<file path="src/pkg/eesc_pkg.sv">
/*
 * constants, register map and pin carrier of the encoder and edge-separation counter.
 * assumes an apb master with 32-bit data and one clock, pclk, for all of the logic.
 */
package eesc_pkg;

	// ************************************************
	// register offsets
	// ************************************************
	localparam logic [7:0] REG_CTRL = 8'h00;
	localparam logic [7:0] REG_RELOAD = 8'h04;
	localparam logic [7:0] REG_COUNT = 8'h08;
	localparam logic [7:0] REG_STATUS = 8'h0c;
	localparam logic [7:0] REG_RESULT = 8'h10;

	// ************************************************
	// control fields
	// ************************************************
	localparam int CTRL_ARM = 0;
	localparam int CTRL_SEP = 1;
	localparam int CTRL_DEC_LO = 2;
	localparam int CTRL_BUFPOS = 4;
	localparam int CTRL_SMODE_LO = 5;
	localparam int CTRL_PHASE_LO = 7;
	localparam int CTRL_ZEN = 9;
	localparam int CTRL_TB_FALL = 10;
	localparam int CTRL_START_FALL = 11;
	localparam int CTRL_GATE_FALL = 12;
	localparam int CTRL_SAMP_FALL = 13;
	localparam int CTRL_W = 14;
	localparam logic [CTRL_W-1:0] CTRL_RESET = 14'h0000;

	// ************************************************
	// status fields
	// ************************************************
	localparam int STAT_OVERRUN = 0;
	localparam int STAT_DONE = 1;
	localparam int STAT_FULL = 2;
	localparam int STAT_EMPTY = 3;
	localparam int STAT_LOST = 4;

	// decoding selections
	localparam logic [1:0] single_edge_decoding = 2'h0;
	localparam logic [1:0] double_edge_decoding = 2'h1;
	localparam logic [1:0] quad_edge_decoding = 2'h2;
	localparam logic [1:0] two_pulse_decoding = 2'h3;

	// edge-separation sub-modes
	localparam logic [1:0] SEP_SINGLE = 2'h0;
	localparam logic [1:0] SEP_IMPLICIT = 2'h1;
	localparam logic [1:0] SEP_SAMPLED = 2'h2;

	typedef enum logic [2:0] {
		ES_IDLE,
		ES_WAIT_START,
		ES_COUNT,
		ES_REARM,
		ES_DONE
	} eesc_sep_state_t;

	typedef struct packed {
		logic enc_a;
		logic enc_b;
		logic enc_z;
		logic start_in;
		logic gate_in;
		logic timebase;
		logic sample_clk;
	} eesc_pins_t;

endpackage : eesc_pkg

</file>
<file path="src/eesc_counter.sv">
/*
 * encoder position and two-signal edge-separation counter with apb registers,
 * a small result fifo and a valid/ready stream towards host memory.
 * assumes all pins are asynchronous to pclk and that the stream sink may stall.
 */
// The implementer's own choices: the placing of the registers and register access over APB.
`timescale 1ns/10ps
module eesc_counter #(
	parameter int CW = 32,
	parameter int DEPTH = 8
) (
	input wire logic pclk,
	input wire logic presetn,
	input wire logic psel,
	input wire logic penable,
	input wire logic pwrite,
	input wire logic [7:0] paddr,
	input wire logic [31:0] pwdata,
	output logic [31:0] prdata,
	output logic pready,
	output logic pslverr,
	input wire eesc_pkg::eesc_pins_t pins,
	output logic stream_valid,
	output logic [CW-1:0] stream_data,
	input wire logic stream_ready
);
	import eesc_pkg::*;

	localparam int AW = $clog2(DEPTH);

	// ************************************************
	// state
	// ************************************************
	typedef struct packed {
		eesc_pins_t sync1;
		eesc_pins_t sync2;
		eesc_pins_t prev;
		logic [31:0] prdata;
		logic pready;
		logic pslverr;
		logic [CTRL_W-1:0] ctrl;
		logic [CW-1:0] reload;
		logic [CW-1:0] count;
		logic [CW-1:0] result;
		logic overrun;
		logic done;
		logic lost;
		eesc_sep_state_t sep;
		logic seen_start;
		logic seen_gate;
		logic pending;
		logic [CW-1:0] pend_val;
		logic [DEPTH-1:0][CW-1:0] mem;
		logic [AW-1:0] wptr;
		logic [AW-1:0] rptr;
		logic [AW:0] level;
		logic svalid;
		logic [CW-1:0] sdata;
	} eesc_state_t;

	eesc_state_t s_q, s_d;

	function automatic logic edge_hit(input logic cur, input logic old, input logic fall);
		edge_hit = fall ? (old & ~cur) : (cur & ~old);
	endfunction : edge_hit

	// returns {step, up}
	function automatic logic [1:0] quad_step(input logic [1:0] dec, input logic a,
		input logic pa, input logic b, input logic pb);
		logic ar, af, br, bf;
		ar = a & ~pa;
		af = ~a & pa;
		br = b & ~pb;
		bf = ~b & pb;
		quad_step = 2'h0;
		case (dec)
			single_edge_decoding: begin
				if (ar & ~b)
					quad_step = 2'h3;
				else if (af & ~b)
					quad_step = 2'h2;
			end
			double_edge_decoding: begin
				if (ar)
					quad_step = {1'b1, ~b};
				else if (af)
					quad_step = {1'b1, b};
			end
			quad_edge_decoding: begin
				// a and b moving in one sample is an illegal transition: no step
				if ((ar | af) & ~(br | bf))
					quad_step = {1'b1, ar ? ~b : b};
				else if ((br | bf) & ~(ar | af))
					quad_step = {1'b1, br ? a : ~a};
			end
			default: begin
				if (ar & ~br)
					quad_step = 2'h3;
				else if (br & ~ar)
					quad_step = 2'h2;
			end
		endcase
	endfunction : quad_step

	// ************************************************
	// decoded controls and edges
	// ************************************************
	logic armed, sep_func, bufpos, zen;
	logic [1:0] dec, smode, phase;
	logic tb_edge, start_edge, gate_edge, samp_edge, reload_hit;
	logic [1:0] step;
	logic apb_done, wr, full, empty;

	always_comb begin
		armed = s_q.ctrl[CTRL_ARM];
		sep_func = s_q.ctrl[CTRL_SEP];
		dec = s_q.ctrl[CTRL_DEC_LO+:2];
		bufpos = s_q.ctrl[CTRL_BUFPOS];
		smode = s_q.ctrl[CTRL_SMODE_LO+:2];
		phase = s_q.ctrl[CTRL_PHASE_LO+:2];
		zen = s_q.ctrl[CTRL_ZEN];
		tb_edge = edge_hit(s_q.sync2.timebase, s_q.prev.timebase,
			s_q.ctrl[CTRL_TB_FALL]);
		start_edge = edge_hit(s_q.sync2.start_in, s_q.prev.start_in,
			s_q.ctrl[CTRL_START_FALL]);
		gate_edge = edge_hit(s_q.sync2.gate_in, s_q.prev.gate_in,
			s_q.ctrl[CTRL_GATE_FALL]);
		samp_edge = edge_hit(s_q.sync2.sample_clk, s_q.prev.sample_clk,
			s_q.ctrl[CTRL_SAMP_FALL]);
		step = quad_step(dec, s_q.sync2.enc_a, s_q.prev.enc_a,
			s_q.sync2.enc_b, s_q.prev.enc_b);
		// phase is the {a, b} level pair; the index is only taken inside it
		reload_hit = zen & s_q.sync2.enc_z & (dec != two_pulse_decoding) &
			({s_q.sync2.enc_a, s_q.sync2.enc_b} == phase);
		apb_done = psel & penable & s_q.pready;
		wr = apb_done & pwrite;
		full = (s_q.level == DEPTH[AW:0]);
		empty = (s_q.level == '0);
	end

	// ************************************************
	// next state
	// ************************************************
	always_comb begin
		logic push, pop, arm_rise, clr_ovr;
		logic [CW-1:0] push_data;
		logic [CW-1:0] cnt;
		push = 1'b0;
		pop = 1'b0;
		push_data = '0;
		arm_rise = 1'b0;
		clr_ovr = 1'b0;
		cnt = '0;
		s_d = s_q;

		// two stages before anything looks at a pin
		s_d.sync1 = pins;
		s_d.sync2 = s_q.sync1;
		s_d.prev = s_q.sync2;

		// apb: one wait state, data and error loaded with pready
		s_d.pready = psel & penable & ~s_q.pready;
		if (psel & penable & ~s_q.pready) begin
			s_d.pslverr = 1'b0;
			case (paddr)
				REG_CTRL: s_d.prdata = 32'(s_q.ctrl);
				REG_RELOAD: s_d.prdata = 32'(s_q.reload);
				REG_COUNT: s_d.prdata = 32'(s_q.count);
				REG_STATUS: s_d.prdata = 32'({s_q.lost, empty, full, s_q.done, s_q.overrun});
				REG_RESULT: s_d.prdata = 32'(s_q.result);
				default: begin
					s_d.prdata = 32'h0000_0000;
					s_d.pslverr = 1'b1;
				end
			endcase
		end
		if (wr) begin
			case (paddr)
				REG_CTRL: begin
					s_d.ctrl = pwdata[CTRL_W-1:0];
					arm_rise = pwdata[CTRL_ARM] & ~s_q.ctrl[CTRL_ARM];
				end
				REG_RELOAD: s_d.reload = pwdata[CW-1:0];
				REG_STATUS: clr_ovr = pwdata[STAT_OVERRUN];
				default: begin
				end
			endcase
		end

		if (arm_rise) begin
			// a new arm starts every measurement from zero
			s_d.count = '0;
			s_d.done = 1'b0;
			s_d.pending = 1'b0;
			s_d.seen_start = 1'b0;
			s_d.seen_gate = 1'b0;
			s_d.sep = ES_WAIT_START;
		end else if (!armed) begin
			s_d.sep = ES_IDLE;
		end else if (!sep_func) begin
			// ************************************************
			// position
			// ************************************************
			cnt = s_q.count;
			if (step[1])
				cnt = step[0] ? s_q.count + 1'b1 : s_q.count - 1'b1;
			// step first, reload last, so a coincident step is overwritten
			if (reload_hit)
				cnt = s_q.reload;
			s_d.count = cnt;
			if (bufpos && samp_edge) begin
				push = 1'b1;
				push_data = s_q.count;
			end
		end else begin
			// ************************************************
			// edge separation
			// ************************************************
			if (start_edge)
				s_d.seen_start = 1'b1;
			if (gate_edge)
				s_d.seen_gate = 1'b1;
			case (s_q.sep)
				ES_WAIT_START: begin
					if (start_edge) begin
						s_d.count = '0;
						s_d.sep = ES_COUNT;
					end
				end
				ES_COUNT: begin
					// further start edges fall through untouched here
					if (gate_edge) begin
						s_d.result = s_q.count;
						if (smode == SEP_SAMPLED) begin
							s_d.pending = 1'b1;
							s_d.pend_val = s_q.count;
						end else begin
							push = 1'b1;
							push_data = s_q.count;
						end
						if (smode == SEP_SINGLE) begin
							s_d.done = 1'b1;
							s_d.sep = ES_DONE;
						end else begin
							s_d.sep = ES_REARM;
						end
					end else if (tb_edge) begin
						s_d.count = s_q.count + 1'b1;
					end
				end
				ES_REARM: begin
					if (gate_edge)
						s_d.sep = ES_WAIT_START;
				end
				ES_DONE: begin
				end
				default: s_d.sep = ES_IDLE;
			endcase
			if (smode == SEP_SAMPLED && samp_edge) begin
				if (s_q.pending) begin
					push = 1'b1;
					push_data = s_q.pend_val;
				end
				s_d.pending = 1'b0;
				s_d.seen_start = start_edge;
				s_d.seen_gate = gate_edge;
			end
		end

		// overrun: a set in the clearing cycle wins; disarm clears it
		if (clr_ovr || !armed)
			s_d.overrun = 1'b0;
		if (armed && sep_func && smode == SEP_SAMPLED && samp_edge &&
			!(s_q.seen_start && s_q.seen_gate))
			s_d.overrun = 1'b1;

		// ************************************************
		// fifo and stream
		// ************************************************
		pop = ~empty & (~s_q.svalid | stream_ready);
		if (pop) begin
			s_d.svalid = 1'b1;
			s_d.sdata = s_q.mem[s_q.rptr];
			s_d.rptr = s_q.rptr + 1'b1;
		end else if (stream_ready) begin
			s_d.svalid = 1'b0;
		end
		// a full fifo drops the value and marks it lost
		if (push && full)
			s_d.lost = 1'b1;
		else if (clr_ovr)
			s_d.lost = 1'b0;
		if (push && !full) begin
			s_d.mem[s_q.wptr] = push_data;
			s_d.wptr = s_q.wptr + 1'b1;
		end
		s_d.level = s_q.level + (AW+1)'(push & ~full) - (AW+1)'(pop);
	end

	always_ff @(posedge pclk or negedge presetn) begin
		if (!presetn) begin
			s_q <= '0;
			s_q.ctrl <= CTRL_RESET;
			s_q.sep <= ES_IDLE;
		end else begin
			s_q <= s_d;
		end
	end

	assign prdata = s_q.prdata;
	assign pready = s_q.pready;
	assign pslverr = s_q.pslverr;
	assign stream_valid = s_q.svalid;
	assign stream_data = s_q.sdata;

	// ************************************************
	// checks
	// ************************************************
	a_index_reload: assert property (@(posedge pclk) disable iff (!presetn)
		armed && !sep_func && reload_hit && !wr |=> s_q.count == $past(s_q.reload))
		else $error("index reload not applied");
	a_twopulse_up: assert property (@(posedge pclk) disable iff (!presetn)
		armed && !sep_func && dec == two_pulse_decoding && step == 2'h3 && !wr
		|=> s_q.count == $past(s_q.count) + 1'b1)
		else $error("two-pulse increment wrong");
	a_twopulse_down: assert property (@(posedge pclk) disable iff (!presetn)
		armed && !sep_func && dec == two_pulse_decoding && step == 2'h2 && !wr
		|=> s_q.count == $past(s_q.count) - 1'b1)
		else $error("two-pulse decrement wrong");
	a_unarmed_still: assert property (@(posedge pclk) disable iff (!presetn)
		!armed && !wr |=> $stable(s_q.count))
		else $error("count moved while not armed");
	a_start_ignored: assert property (@(posedge pclk) disable iff (!presetn)
		armed && sep_func && s_q.sep == ES_COUNT && !gate_edge && !tb_edge && !wr
		|=> $stable(s_q.count) && s_q.sep == ES_COUNT)
		else $error("count changed without timebase edge");
	a_gate_stores: assert property (@(posedge pclk) disable iff (!presetn)
		armed && sep_func && s_q.sep == ES_COUNT && gate_edge && !wr
		|=> s_q.result == $past(s_q.count) && s_q.sep != ES_COUNT)
		else $error("gate edge did not store count");
	a_single_holds: assert property (@(posedge pclk) disable iff (!presetn)
		armed && s_q.sep == ES_DONE && !wr |=> s_q.sep == ES_DONE ##1 s_q.done)
		else $error("single measurement restarted");
	a_overrun_set: assert property (@(posedge pclk) disable iff (!presetn)
		armed && sep_func && smode == SEP_SAMPLED && samp_edge && !s_q.seen_gate && !wr
		|=> s_q.overrun)
		else $error("overrun not flagged");
	a_overrun_keep: assert property (@(posedge pclk) disable iff (!presetn)
		s_q.overrun && armed && !wr |=> s_q.overrun)
		else $error("overrun lost without clear");
	a_sample_push: assert property (@(posedge pclk) disable iff (!presetn)
		armed && !sep_func && bufpos && samp_edge && empty && !s_q.svalid && !wr
		|=> s_q.level == 1 ##1 s_q.svalid && s_q.sdata == $past(s_q.count, 2))
		else $error("sample capture not streamed");
endmodule : eesc_counter

</file>
<file path="config.mk">
export PLATFORM = sky130hd
export DESIGN_NAME = eesc_counter
export DESIGN_NICKNAME = d
export VERILOG_FILES = /design/src/pkg/eesc_pkg.sv /design/src/eesc_counter.sv
export SDC_FILE = /design/constraint.sdc
export NUM_CORES = 1
export LEC_CHECK = 0
export BUFFER_PORTS_ARGS = -buffer_cell sky130_fd_sc_hd__buf_2
export CAP_MARGIN = 20
export CORE_MARGIN = 3
export CORE_UTILIZATION = 28
export DETAILED_ROUTE_END_ITERATION = 12
export PLACE_DENSITY = 0.43
export SYNTH_ARGS = -nofsm -noshare
export SYNTH_HDL_FRONTEND = slang
export SYNTH_SLANG_ARGS = --single-unit
</file>
<file path="constraint.sdc">
create_clock -name pclk -period 2.85 [get_ports pclk]
set_input_delay 0.1425 -clock pclk [delete_from_list [all_inputs] [get_ports pclk]]
set_output_delay 0.1425 -clock pclk [all_outputs]
set_load 0.1 [all_outputs]
</file>
* Yosys cells after proc, flatten, opt, wreduce, memory -nomap -nowiden *
Index checks and enable logic that the tools add are counted.

operators by class
  add/sub/neg operators = 6
  magnitude comparators = 3
  eq/ne operators = 23
  muxes and demuxes = 84
  bitwise operators = 53
  reduce and logical (&&, ||, !) cells = 42

operators with widths
  cell                                                                   number
  32-bit two-way mux                                                     22
  256-bit bitwise mux                                                    1
  32-bit one-hot mux with 5 select lines                                 1
  33-bit two-way mux                                                     3
  32-bit binary-select mux with 3-bit select                             1
  32-bit demux with 3-bit select                                         1
  64-bit two-way mux                                                     1
  32-bit one-hot mux with 2 select lines                                 1
  38-bit two-way mux                                                     1
  35-bit two-way mux                                                     1
  1-bit two-way mux                                                      34
  32-bit by 1-bit adder with 32-bit output, second input constant        1
  32-bit by 1-bit subtractor with 32-bit output, second input constant   1
  1-bit bitwise AND                                                      27
  4-bit inequality test, second input constant                           6
  1-bit NOT                                                              21
  5-bit AND reduction                                                    4
  3-bit two-way mux                                                      6
  8-bit by 4-bit equality test with 1-bit output, second input constant  2
  2-bit two-way mux                                                      8
  2-bit nonzero test                                                     8
  3-bit one-hot mux with 4 select lines                                  1
  6-bit AND reduction                                                    2
  3-bit nonzero test                                                     4
  other kinds (33)                                                       53

word-level totals
  register bits after elaboration = 504
  bits of input ports = 53
  output and inout port bits = 67
  logic and storage cells = 259

* Depth between registers and ports, before layout *
Gate-level depths: netlist of the first run.

  word-level depth = 14
  depth in mapped cells = 14
  mapped depth without buffers = 11

* Worst setup path after synthesis of the first run *
Ideal clock, no wire load.

  kind = reg2reg
  start point = register s_q, in the netlist stream_valid
  end point = register s_q[35] in the netlist's numbering
  library setup time = 0.123 ns
  arrival = 2.789 ns
  slack = -0.062 ns
  stages on the path, launching flop included = 10
  buffers on the path = 2
  cell sequence = dfrtp_1 a21oi_1 clkbuf_1 clkbuf_1 ha_1 inv_1 ha_1 inv_1 fa_1 xnor2_1

RTL lines
  item             line                text
  start, declared  eesc_counter.sv:61  eesc_state_t s_q, s_d;

==> impl_metrics.tcl, run 1 <==
set metrics [dict create \
    synth.area.top_cells "dfrtp_1 53%, mux4_2 6.1%, o21ai_0 5.4%" \
    cp-end-kind "flop" \
    arrival_ns 3.20 \
    period_needed_ns 2.71 \
    p_leak_nw 12.5 \
    syn_avg_cell_area_sq_um 10.6 \
    synth_edf_count 0 \
    insertion_delay_ns 0.63 \
    power_density_nw_per_um2 691 \
    tritoncts.num_buffers 58 \
    grt_usage 0.158 \
    utilization 0.338 \
    finalSetupViolCount 0 \
    max_clock_freq_ghz 0.370 \
    avgRoutedWirePerCell_um 20.1 \
    critPathSlowestCell "or3b_4" \
    critical_path_class "flop to flop" \
    drc 0 \
    grt_overflow 0 \
    start_util 0.283 \
    layout.nets 2425 \
    fin_crit_sh 0.950 \
    dr_wl_met3_mm 2.70 \
    top_layer_used "met4" \
    post-place-cells 3381 \
    maxSlewHeadroom 0.261 \
    synth.cell_area_sq_um 23700 \
    root_buffer "clkbuf_16" \
    die_y_um 297 \
    drt_first_iter_violations 1236 \
    worst_pin_slew_ns 1.11 \
    num-fill-cells 8509 \
    fp-row-count 106 \
    io_buffers 119 \
    rsz0062_at_grt "false" \
    synth_top_area_share 0.533 \
    drive_gt1_frac 0.220 \
    max-cap-violations 0 \
    hold_viol_final 0 \
    yosysWarningCount 0 \
    netlist_instances 2237 \
    synthFlopType "dfrtp_1" \
    dpl.hpwl_mm 46.8 \
    critPathMaxFanout 6 \
    area_growth_pct 19.6 \
    routabilityCongestion 0.851 \
    tns_ns 0 \
    status "finished clean" \
    r2r_slack_ns 0.14 \
    cpLargestDelayFamily "adder cells" \
    m1WireLength_mm 32.7 \
    critical_path_buf_inv_count 3 \
    htree_num_levels 2 \
    dieArea_sq_um 88100 \
    grt_max_degree 90 \
    vias 17500 \
    grt_pass1_wl_mm 110 \
    wl_mm 71.1 \
    hp-class "input port to flop" \
    async_flop_share 1.00 \
    total_power_w 0.0196 \
    cts_tree "yes" \
    drt_pass1_iterations 6 \
    synth_area_leader_cell "dfrtp_1" \
    critPathLaunchType "flop" \
    num_io_pins 120 \
    crit_required_ns 3.34 \
    route.met2.wl_mm 34.0 \
    cp_cell_sequence "or3b_4 > a211o_1 > o2bb2ai_4 > o21a_1 > inv_2 > ha_1 > inv_1 > ha_1 > inv_1 > fa_1 > xnor2_1" \
    drtAntennaViolNets 0 \
    core_sq_um 83700 \
    grt_pass1_vias 18100 \
    finClkSkew_ns 0.0188 \
    antenna_found_initial 0 \
    die_w_um 297 \
    cp_slowest_stage_delay_ns 0.40 \
    vdd_drop_max_v 0.000454 \
    maxSlewViolCount 0 \
    ys_ff_latch 504 \
    yosysUniqueCellTypes 71 \
    viasPerCell 4.96 \
    final-seq-area_sq_um 12600 \
    cts_sinks 504 \
    fin_cells 3537 \
    clkTransAtPathRegs_ns 0.06 \
    yosysSeqAreaShare 0.533 \
    syn-num-nets 2308 \
    cts_max_path_buffers 3 \
    multi_input_area_sq_um 9830 \
]
## power by group
group	internal, W	switching [W]
Combinational	0.00116	0.00277
Sequential	0.00744	0.000321
Clock	0.00481	0.00307
## synth_stat cells, types with 21 or more instances
master / number
dfrtp_1: 504
nand2_1: 339
o21ai_0: 256
clkbuf_1: 136
nor2_1: 129
a21oi_1: 95
mux2_2: 88
buf_4: 68
mux4_2: 64
o21ai_1: 59
mux2i_1: 46
a22oi_1: 40
inv_1: 37
a222oi_1: 34
nand3_1: 26
xnor2_1: 21
## final cells by class
type,count,share of cell area
flip-flops and latches,504,0.446
multi-input cells,1463,0.347
repair buffers,289,0.0803
clock buffers,91,0.0627
well taps,1134,0.0501
clock inverters,17,0.00915
inverters,38,0.00504
diodes,1,0.0000884
## cell families after synthesis
family | synth area share
AND/OR/NAND/NOR | 0.114
AO/OA/AOI/OAI | 0.152
flip-flops | 0.533
buffers and inverters | 0.0557
multiplexers | 0.122
XOR/XNOR | 0.0137
adder cells (fa/ha/maj) | 0.00983
## final timing paths
check                                    from                          end  depth (start not counted)
min                                  paddr[4]         s_q[332]$_DFFE_PN0P_                          5
min reg2reg                s_d[495]$_DFF_PN0_           s_d[488]$_DFF_PN0_                          0
max                        s_q[486]$_DFF_PN0_            s_q[35]$_DFF_PN0_                         11
max in group asynchronous             presetn         s_q[420]$_DFFE_PN0P_                          3
min in group asynchronous             presetn  stream_data[30]$_DFFE_PN0P_                          2
max reg2reg                s_q[486]$_DFF_PN0_            s_q[35]$_DFF_PN0_                         11
## cell usage in the layout (no fill, tap or decap), types with 61 or more instances in the layout
master | netlist | routed
mux2_2 | 88 | 88
buf_2 | 10 | 118
o21ai_0 | 256 | 256
nand2_1 | 339 | 339
mux4_2 | 64 | 64
a21oi_1 | 95 | 94
nor2_1 | 129 | 127
clkbuf_16 | 0 | 61
buf_4 | 68 | 105
dfrtp_1 | 504 | 499
## stage by stage
step / hold slack, ns / area (sq um) / worst slack, ns
4_1_cts: 0.0654 / 28200 / 0.0279
3_3_place_gp: 0.199 / 25800 / 0.0493
5_1_grt: 0.145 / 28300 / 0.0105
2_1_floorplan: -0.153 / 23700 / 0.0126
3_5_place_dp: 0.197 / 25800 / 0.000475
6_report: 0.100 / 28300 / 0.144
## worst reg2reg max path: stages (launching register included)
cell and delay (ns):
dfrtp_1 0.37, or3b_4 0.40, a211o_1 0.31, o2bb2ai_4 0.16
o21a_1 0.17, inv_2 0.09, ha_1 0.28, inv_1 0.06
ha_1 0.15, inv_1 0.06, fa_1 0.40, xnor2_1 0.14
## sequential cells by signal, summed over array words and instances, names as in the netlist
name	cells
armed	1
bufpos	1
dec	2
phase	2
prdata	32
pready	1
pslverr	1
s_d	14
s_q	417
stream_data	32
stream_valid	1
## repair_timing
item	CTS	global route
hold endpoints to repair	114	0
resized for setup	0	6
hold buffers	43	0
buffers inserted	0	2
endpoints found under the setup margin	0	79
## layer usage
layer | up-vias | GRT usage
li1 | 8183 | -
met1 | 8844 | 0.217
met2 | 407 | 0.261
met3 | 105 | 0.0197
met4 | 0 | 0.0463
met5 | - | 0
Power figures use the tool's default switching activity.
==> inputs of run 2 (changes only) <==
Settings changed: ABC_AREA from default to 1, PLACE_DENSITY 0.43 to 0.51.
==> impl_metrics.tcl, run 2 <==
set metrics [dict create \
    status "finished clean" \
    cts_max_path_buffers 3 \
    root_buffer "clkbuf_16" \
    drive_gt1_frac 0.104 \
    drt_first_iter_violations 1607 \
    max_clock_freq_ghz 0.392 \
    start_util 0.283 \
    insertion_delay_ns 0.64 \
    startpoint "s_d[490]$_DFF_PN0_" \
    r2r_slack_ns 0.30 \
    postCtsSetupRepairBufs 0 \
    cp-end-kind "flop" \
    crit_path_end "s_q[389]$_DFFE_PN0P_" \
    setup_ws_ns 0.299 \
    r2r_end "s_q[389]$_DFFE_PN0P_" \
    grt_overflow 0 \
    mostFrequentLayoutCells "1123 x nand2_1, 504 x o21ai_0, 501 x dfrtp_1, 284 x inv_1, 151 x a21oi_1" \
    finClkSkew_ns 0.0573 \
    antenna_found_initial 0 \
    post-place-ws_ns 0.336 \
    syn-num-nets 3474 \
    vias 22500 \
    layout.nets 3523 \
    rr_startpoint "s_d[490]$_DFF_PN0_" \
    post-place-cells 4589 \
    critPathLaunchType "flop" \
    rsz0062_at_grt "false" \
    tns_ns 0 \
    total_power_w 0.0208 \
    finalSetupViolCount 0 \
    netlist_instances 3403 \
    core_sq_um 91800 \
    routabilityCongestion 0.969 \
    cts.repair.resized 0 \
    grt_pass1_wl_mm 132 \
    fin_crit_sh 0.895 \
    die_y_um 310 \
    drc 0 \
    clkTransAtPathRegs_ns 0.06 \
    syn_avg_cell_area_sq_um 7.63 \
    dieArea_sq_um 96400 \
    vdd_drop_max_v 0.000499 \
    grt_usage 0.174 \
    hp-class "input port to flop" \
    maxSlewHeadroom 0.280 \
    critical_path_class "flop to flop" \
    drtAntennaViolNets 0 \
    fin_cells 4737 \
    fp-row-count 111 \
    worst_pin_slew_ns 1.08 \
    cts_tree "yes" \
    dpl.hpwl_mm 55.2 \
    synth.most_common_cell "nand2_1" \
    grt_max_degree 110 \
    netlist_top_cells_count "1126 x nand2_1, 504 x dfrtp_1, 504 x o21ai_0, 284 x inv_1, 154 x clkbuf_1" \
    period_needed_ns 2.55 \
    synth_area_leader_cell "dfrtp_1" \
    synth.area.top_cells "dfrtp_1 49%, nand2_1 16%, o21ai_0 9.7%" \
    synth_top_area_share 0.486 \
    maxSlewViolCount 0 \
    wl_mm 83.9 \
    ys_ff_latch 504 \
    power_density_nw_per_um2 693 \
    crit_required_ns 3.34 \
    die_w_um 310 \
    top_register "s_q" \
    hold_buffers 45 \
    max-cap-violations 0 \
    cts_sinks 504 \
    n_antenna_cell 0 \
    synth_edf_count 0 \
    avgRoutedWirePerCell_um 17.7 \
    yosysWarningCount 0 \
    yosysUniqueCellTypes 41 \
    io_buffers 119 \
    p_leak_nw 14.7 \
    yosysSeqAreaShare 0.486 \
    grt_pass1_vias 21700 \
    htree_num_levels 2 \
    critPathMaxFanout 25 \
    drt_pass1_iterations 5 \
    synthFlopType "dfrtp_1" \
    area_growth_pct 15.8 \
    final_common_cell "nand2_1" \
    reg2regPathDepth 17 \
    num-fill-cells 9827 \
    tritoncts.num_buffers 58 \
    async_flop_share 1.00 \
    num_io_pins 120 \
    hold_viol_final 0 \
    arrival_ns 3.04 \
    largest_register_ffs 417 \
    viasPerCell 4.74 \
    synth.cell_area_sq_um 26000 \
]
## run 2: changes by cell type after synthesis, sizes merged, moves of 46 or more
cell and change:
a21oi +57, inv +250, mux2 -67, mux2i -46, mux4 -64, nand2 +791
nand3 +122, o21ai +252
## run 2: critical path: stages, from the launching register on
cell,delay (ns)
dfrtp_1,0.43
ha_1,0.32
inv_1,0.06
ha_1,0.19
nor2_1,0.10
nand3_1,0.07
nand2_1,0.07
nand2_1,0.05
nand2_1,0.10
nand2_1,0.09
inv_2,0.43
nand2_1,0.10
nand2_1,0.09
nand2_1,0.05
nand2_1,0.07
nand2_1,0.05
nand2_1,0.07
nand2_1,0.05
## run 2: power breakdown
| group | leakage [nW] | internal [W] | total (W) | switching (W) |
|---|---|---|---|---|
| clock network | 0.937 | 0.00429 | 0.00748 | 0.00319 |
| registers | 6.84 | 0.00748 | 0.00777 | 0.000295 |
| logic | 6.97 | 0.00139 | 0.00557 | 0.00418 |
## run 2: logic make-up (layout without fill, tap and decap cells)
logic type | count (synthesis) | after routing | share of synthesized area
AO/OA/AOI/OAI | 800 | 800 | 0.163
AND/OR/NAND/NOR | 1464 | 1464 | 0.227
adder cells (fa/ha/maj) | 18 | 18 | 0.00897
XOR/XNOR | 33 | 33 | 0.0111
flip-flops | 504 | 504 | 0.486
multiplexers | 21 | 21 | 0.00911
buffers and inverters | 563 | 654 | 0.0948
## run 2: metrics by stage
step	util	instance area, sq um	hold WS (ns)
final	0.327	30100	0.130
after global routing	0.327	30100	0.129
after CTS	0.327	30000	0.0919
after detailed placement	0.302	27700	0.0554
after global placement	0.301	27600	0.0537
after floorplan	-	26000	-0.153
## run 2: final cells by class
cell class,count,area (sq um),share of cell area
flip-flops and latches,504,12600,0.420
multi-input cells,2336,10900,0.362
repair buffers,260,2000,0.0665
clock buffers,83,1690,0.0561
well taps,1243,1560,0.0517
inverters,292,1100,0.0365
clock inverters,19,210,0.00699
## run 2: how the worst min path moves through the flow
| stage | from | end | depth (start not counted) |
|---|---|---|---|
| 3_3_place_gp | presetn | s_q[141]$_DFFE_PN0P_ | 1 |
| 3_5_place_dp | presetn | s_q[141]$_DFFE_PN0P_ | 1 |
| 6_report | paddr[3] | s_q[337]$_DFFE_PN0P_ | 4 |
| 4_1_cts | pins[2] | s_d[493]$_DFF_PN0_ | 2 |
| 5_1_grt | pins[2] | s_d[493]$_DFF_PN0_ | 2 |
| 2_1_floorplan | presetn | armed$_DFFE_PN0P_ | 0 |
## run 2: per-layer routing
metal / up-vias / wire length, um / GRT usage
li1: 11000 / - / -
met1: 10800 / 39600 / 0.246
met2: 533 / 38000 / 0.281
met3: 124 / 4090 / 0.0214
met4: 0 / 2260 / 0.0481
met5: - / 0 / 0
==> inputs of run 3 (changes only) <==
--- a/config.mk
+++ b/config.mk
@@ -11,6 +11,8 @@
 export CORE_MARGIN = 3
 export CORE_UTILIZATION = 28
+export CTS_CLUSTER_SIZE = 25
 export DETAILED_ROUTE_END_ITERATION = 12
 export PLACE_DENSITY = 0.51
+export SKIP_LAST_GASP = 1
 export SYNTH_ARGS = -nofsm -noshare
 export SYNTH_HDL_FRONTEND = slang
==> constraint.sdc (replaced) <==
create_clock -name pclk -period 2.85 [get_ports pclk]
set_input_delay 0.1425 -clock pclk [delete_from_list [all_inputs] [get_ports pclk]]
set_output_delay 0.1425 -clock pclk [all_outputs]
set_load 0.05 [all_outputs]
==> impl_metrics.tcl, run 3 (synthesis results as in run 2) <==
set metrics [dict create \
    comb_power_share 0.237 \
    root_buffer "clkbuf_16" \
    io_buffers 119 \
    maxSlewHeadroom 0.474 \
    dpl.hpwl_mm 54.7 \
    drt_first_iter_violations 1715 \
    swShare 0.337 \
    arrival_ns 3.06 \
    num-fill-cells 9847 \
    top_register "s_q" \
    setup_ws_ns 0.364 \
    startpoint "s_q[442]$_DFFE_PN0P_" \
    fin_crit_sh 0.872 \
    rr_startpoint "s_q[442]$_DFFE_PN0P_" \
    finClkSkew_ns 0.0284 \
    cp-end-kind "flop" \
    postCtsSetupRepairBufs 0 \
    grt_pass1_vias 21800 \
    die_y_um 310 \
    final_common_cell "nand2_1" \
    grt_usage 0.174 \
    core_sq_um 91800 \
    htree_num_levels 2 \
    rsz0062_at_grt "false" \
    wl_mm 83.7 \
    grt_pass1_wl_mm 132 \
    drt_pass1_iterations 5 \
    antenna_found_initial 1 \
    mostFrequentLayoutCells "1123 x nand2_1, 504 x o21ai_0, 502 x dfrtp_1, 284 x inv_1, 151 x a21oi_1" \
    num_io_pins 120 \
    largest_register_ffs 417 \
    fp-row-count 111 \
    cts_max_path_buffers 3 \
    hold_viol_final 0 \
    cts_sinks 504 \
    hp-class "input port to async pin" \
    crit_required_ns 3.42 \
    multi_input_area_sq_um 10900 \
    dieArea_sq_um 96400 \
    finalSetupViolCount 0 \
    max-cap-violations 0 \
    grt_max_degree 85 \
    final-seq-area_sq_um 12600 \
    max_clock_freq_ghz 0.402 \
    drtAntennaViolNets 0 \
    cpLargestDelayFamily "simple AND/OR/NAND/NOR gates" \
    r2r_slack_ns 0.36 \
    period_needed_ns 2.49 \
    drive_gt1_frac 0.108 \
    drc 0 \
    p_switching_w 0.00683 \
    post-place-ws_ns 0.405 \
    vdd_drop_max_v 0.000466 \
    cp_cell_sequence "inv_1 > nor2_1 > nand3_1 > nor2_2 > nand2_1 > nand2_2 > nand2_4 > buf_4 > nor2_8 > buf_4 > nand2_1 > o21ai_1" \
    vias 22500 \
    n_antenna_cell 0 \
    critical_path_class "flop to flop" \
    hold_buffers 43 \
    area_growth_pct 16.4 \
    cts_tree "yes" \
    status "finished clean" \
    maxSlewViolCount 0 \
    avgRoutedWirePerCell_um 17.6 \
    power_density_nw_per_um2 671 \
    p_leak_nw 14.8 \
    cts.repair.resized 0 \
    start_util 0.283 \
    cp_slowest_stage_delay_ns 0.37 \
    tritoncts.num_buffers 58 \
    grt_overflow 0 \
    layout.nets 3533 \
    routabilityCongestion 0.947 \
    critPathSlowestCell "dfrtp_1" \
    tns_ns 0 \
    critPathMaxFanout 27 \
    p_int_w 0.0134 \
    critPathLaunchType "flop" \
    pwr-share-clk 0.380 \
    p_seq_frac 0.383 \
    insertion_delay_ns 0.65 \
    die_w_um 310 \
    critical_path_buf_inv_count 3 \
    worst_pin_slew_ns 0.784 \
    viasPerCell 4.73 \
    clkTransAtPathRegs_ns 0.06 \
]
[run 3: changes by cell type in the layout (fill, tap and decap cells not counted)]
cell and change:
dlygate4sd3_1 -1, buf_4 +11, bufinv_16 +2, clkbuf_8 +1
dfrtp_2 -1, clkbuf_1 -1, dfrtp_1 +1, inv_6 -1
clkinv_2 +3, clkinvlp_4 +2, inv_16 -1
[run 3: power by group through the flow]
stage | combinational [W] | sequential (W) | clock (W)
CTS | 0.00491 | 0.00777 | 0.00793
global route | 0.00535 | 0.00782 | 0.00821
global placement | 0.00484 | 0.00790 | 0
floorplan | 0.00360 | 0.00774 | 0
finish | 0.00480 | 0.00777 | 0.00770
detailed placement | 0.00485 | 0.00790 | 0
[run 3: area by class of cell]
class,count,share of cell area
clock inverters,24,0.00899
well taps,1243,0.0515
inverters,292,0.0363
multi-input cells,2336,0.361
repair buffers,270,0.0686
flip-flops and latches,504,0.418
clock buffers,83,0.0561
[run 3: worst register-to-register path, cell delays in order, from the launching register on]
cell	delay, ns
dfrtp_1	0.37
inv_1	0.06
nor2_1	0.23
nand3_1	0.24
nor2_2	0.15
nand2_1	0.07
nand2_2	0.10
nand2_4	0.07
buf_4	0.26
nor2_8	0.37
buf_4	0.30
nand2_1	0.09
o21ai_1	0.11
[run 3: per-stage QoR]
| stage | hold slack, ns | utilization | cell area [sq um] | total power (W) | cells |
|---|---|---|---|---|---|
| 6_report | 0.106 | 0.329 | 30200 | 0.0203 | 4752 |
| 5_1_grt | 0.128 | 0.329 | 30200 | 0.0214 | 4752 |
| 4_1_cts | 0.0863 | 0.329 | 30200 | 0.0206 | 4752 |
| 3_5_place_dp | 0.181 | 0.303 | 27800 | 0.0127 | 4602 |
| 3_3_place_gp | 0.167 | 0.303 | 27800 | 0.0127 | 4602 |
| 2_1_floorplan | -0.153 | - | 26000 | 0.0113 | 3403 |
[run 3: final timing paths]
kind | endpoint | cells after the start
min in group pclk | s_d[492]$_DFF_PN0_ | 2
max in group asynchronous | s_q[445]$_DFFE_PN0P_ | 3
worst max-delay path | s_q[89]$_DFFE_PN0P_ | 12
worst min-delay path | s_q[177]$_DFFE_PN0P_ | 2
worst min register to register | s_d[489]$_DFF_PN0_ | 0
worst max register to register | s_q[89]$_DFFE_PN0P_ | 12
[run 3: per-layer routing]
layer / routed length (um) / up-vias / track usage
met5: 13 / - / 0
met4: 1420 / 2 / 0.0363
met3: 3660 / 92 / 0.0216
met2: 38800 / 501 / 0.288
met1: 39800 / 10800 / 0.246
li1: - / 11000 / -
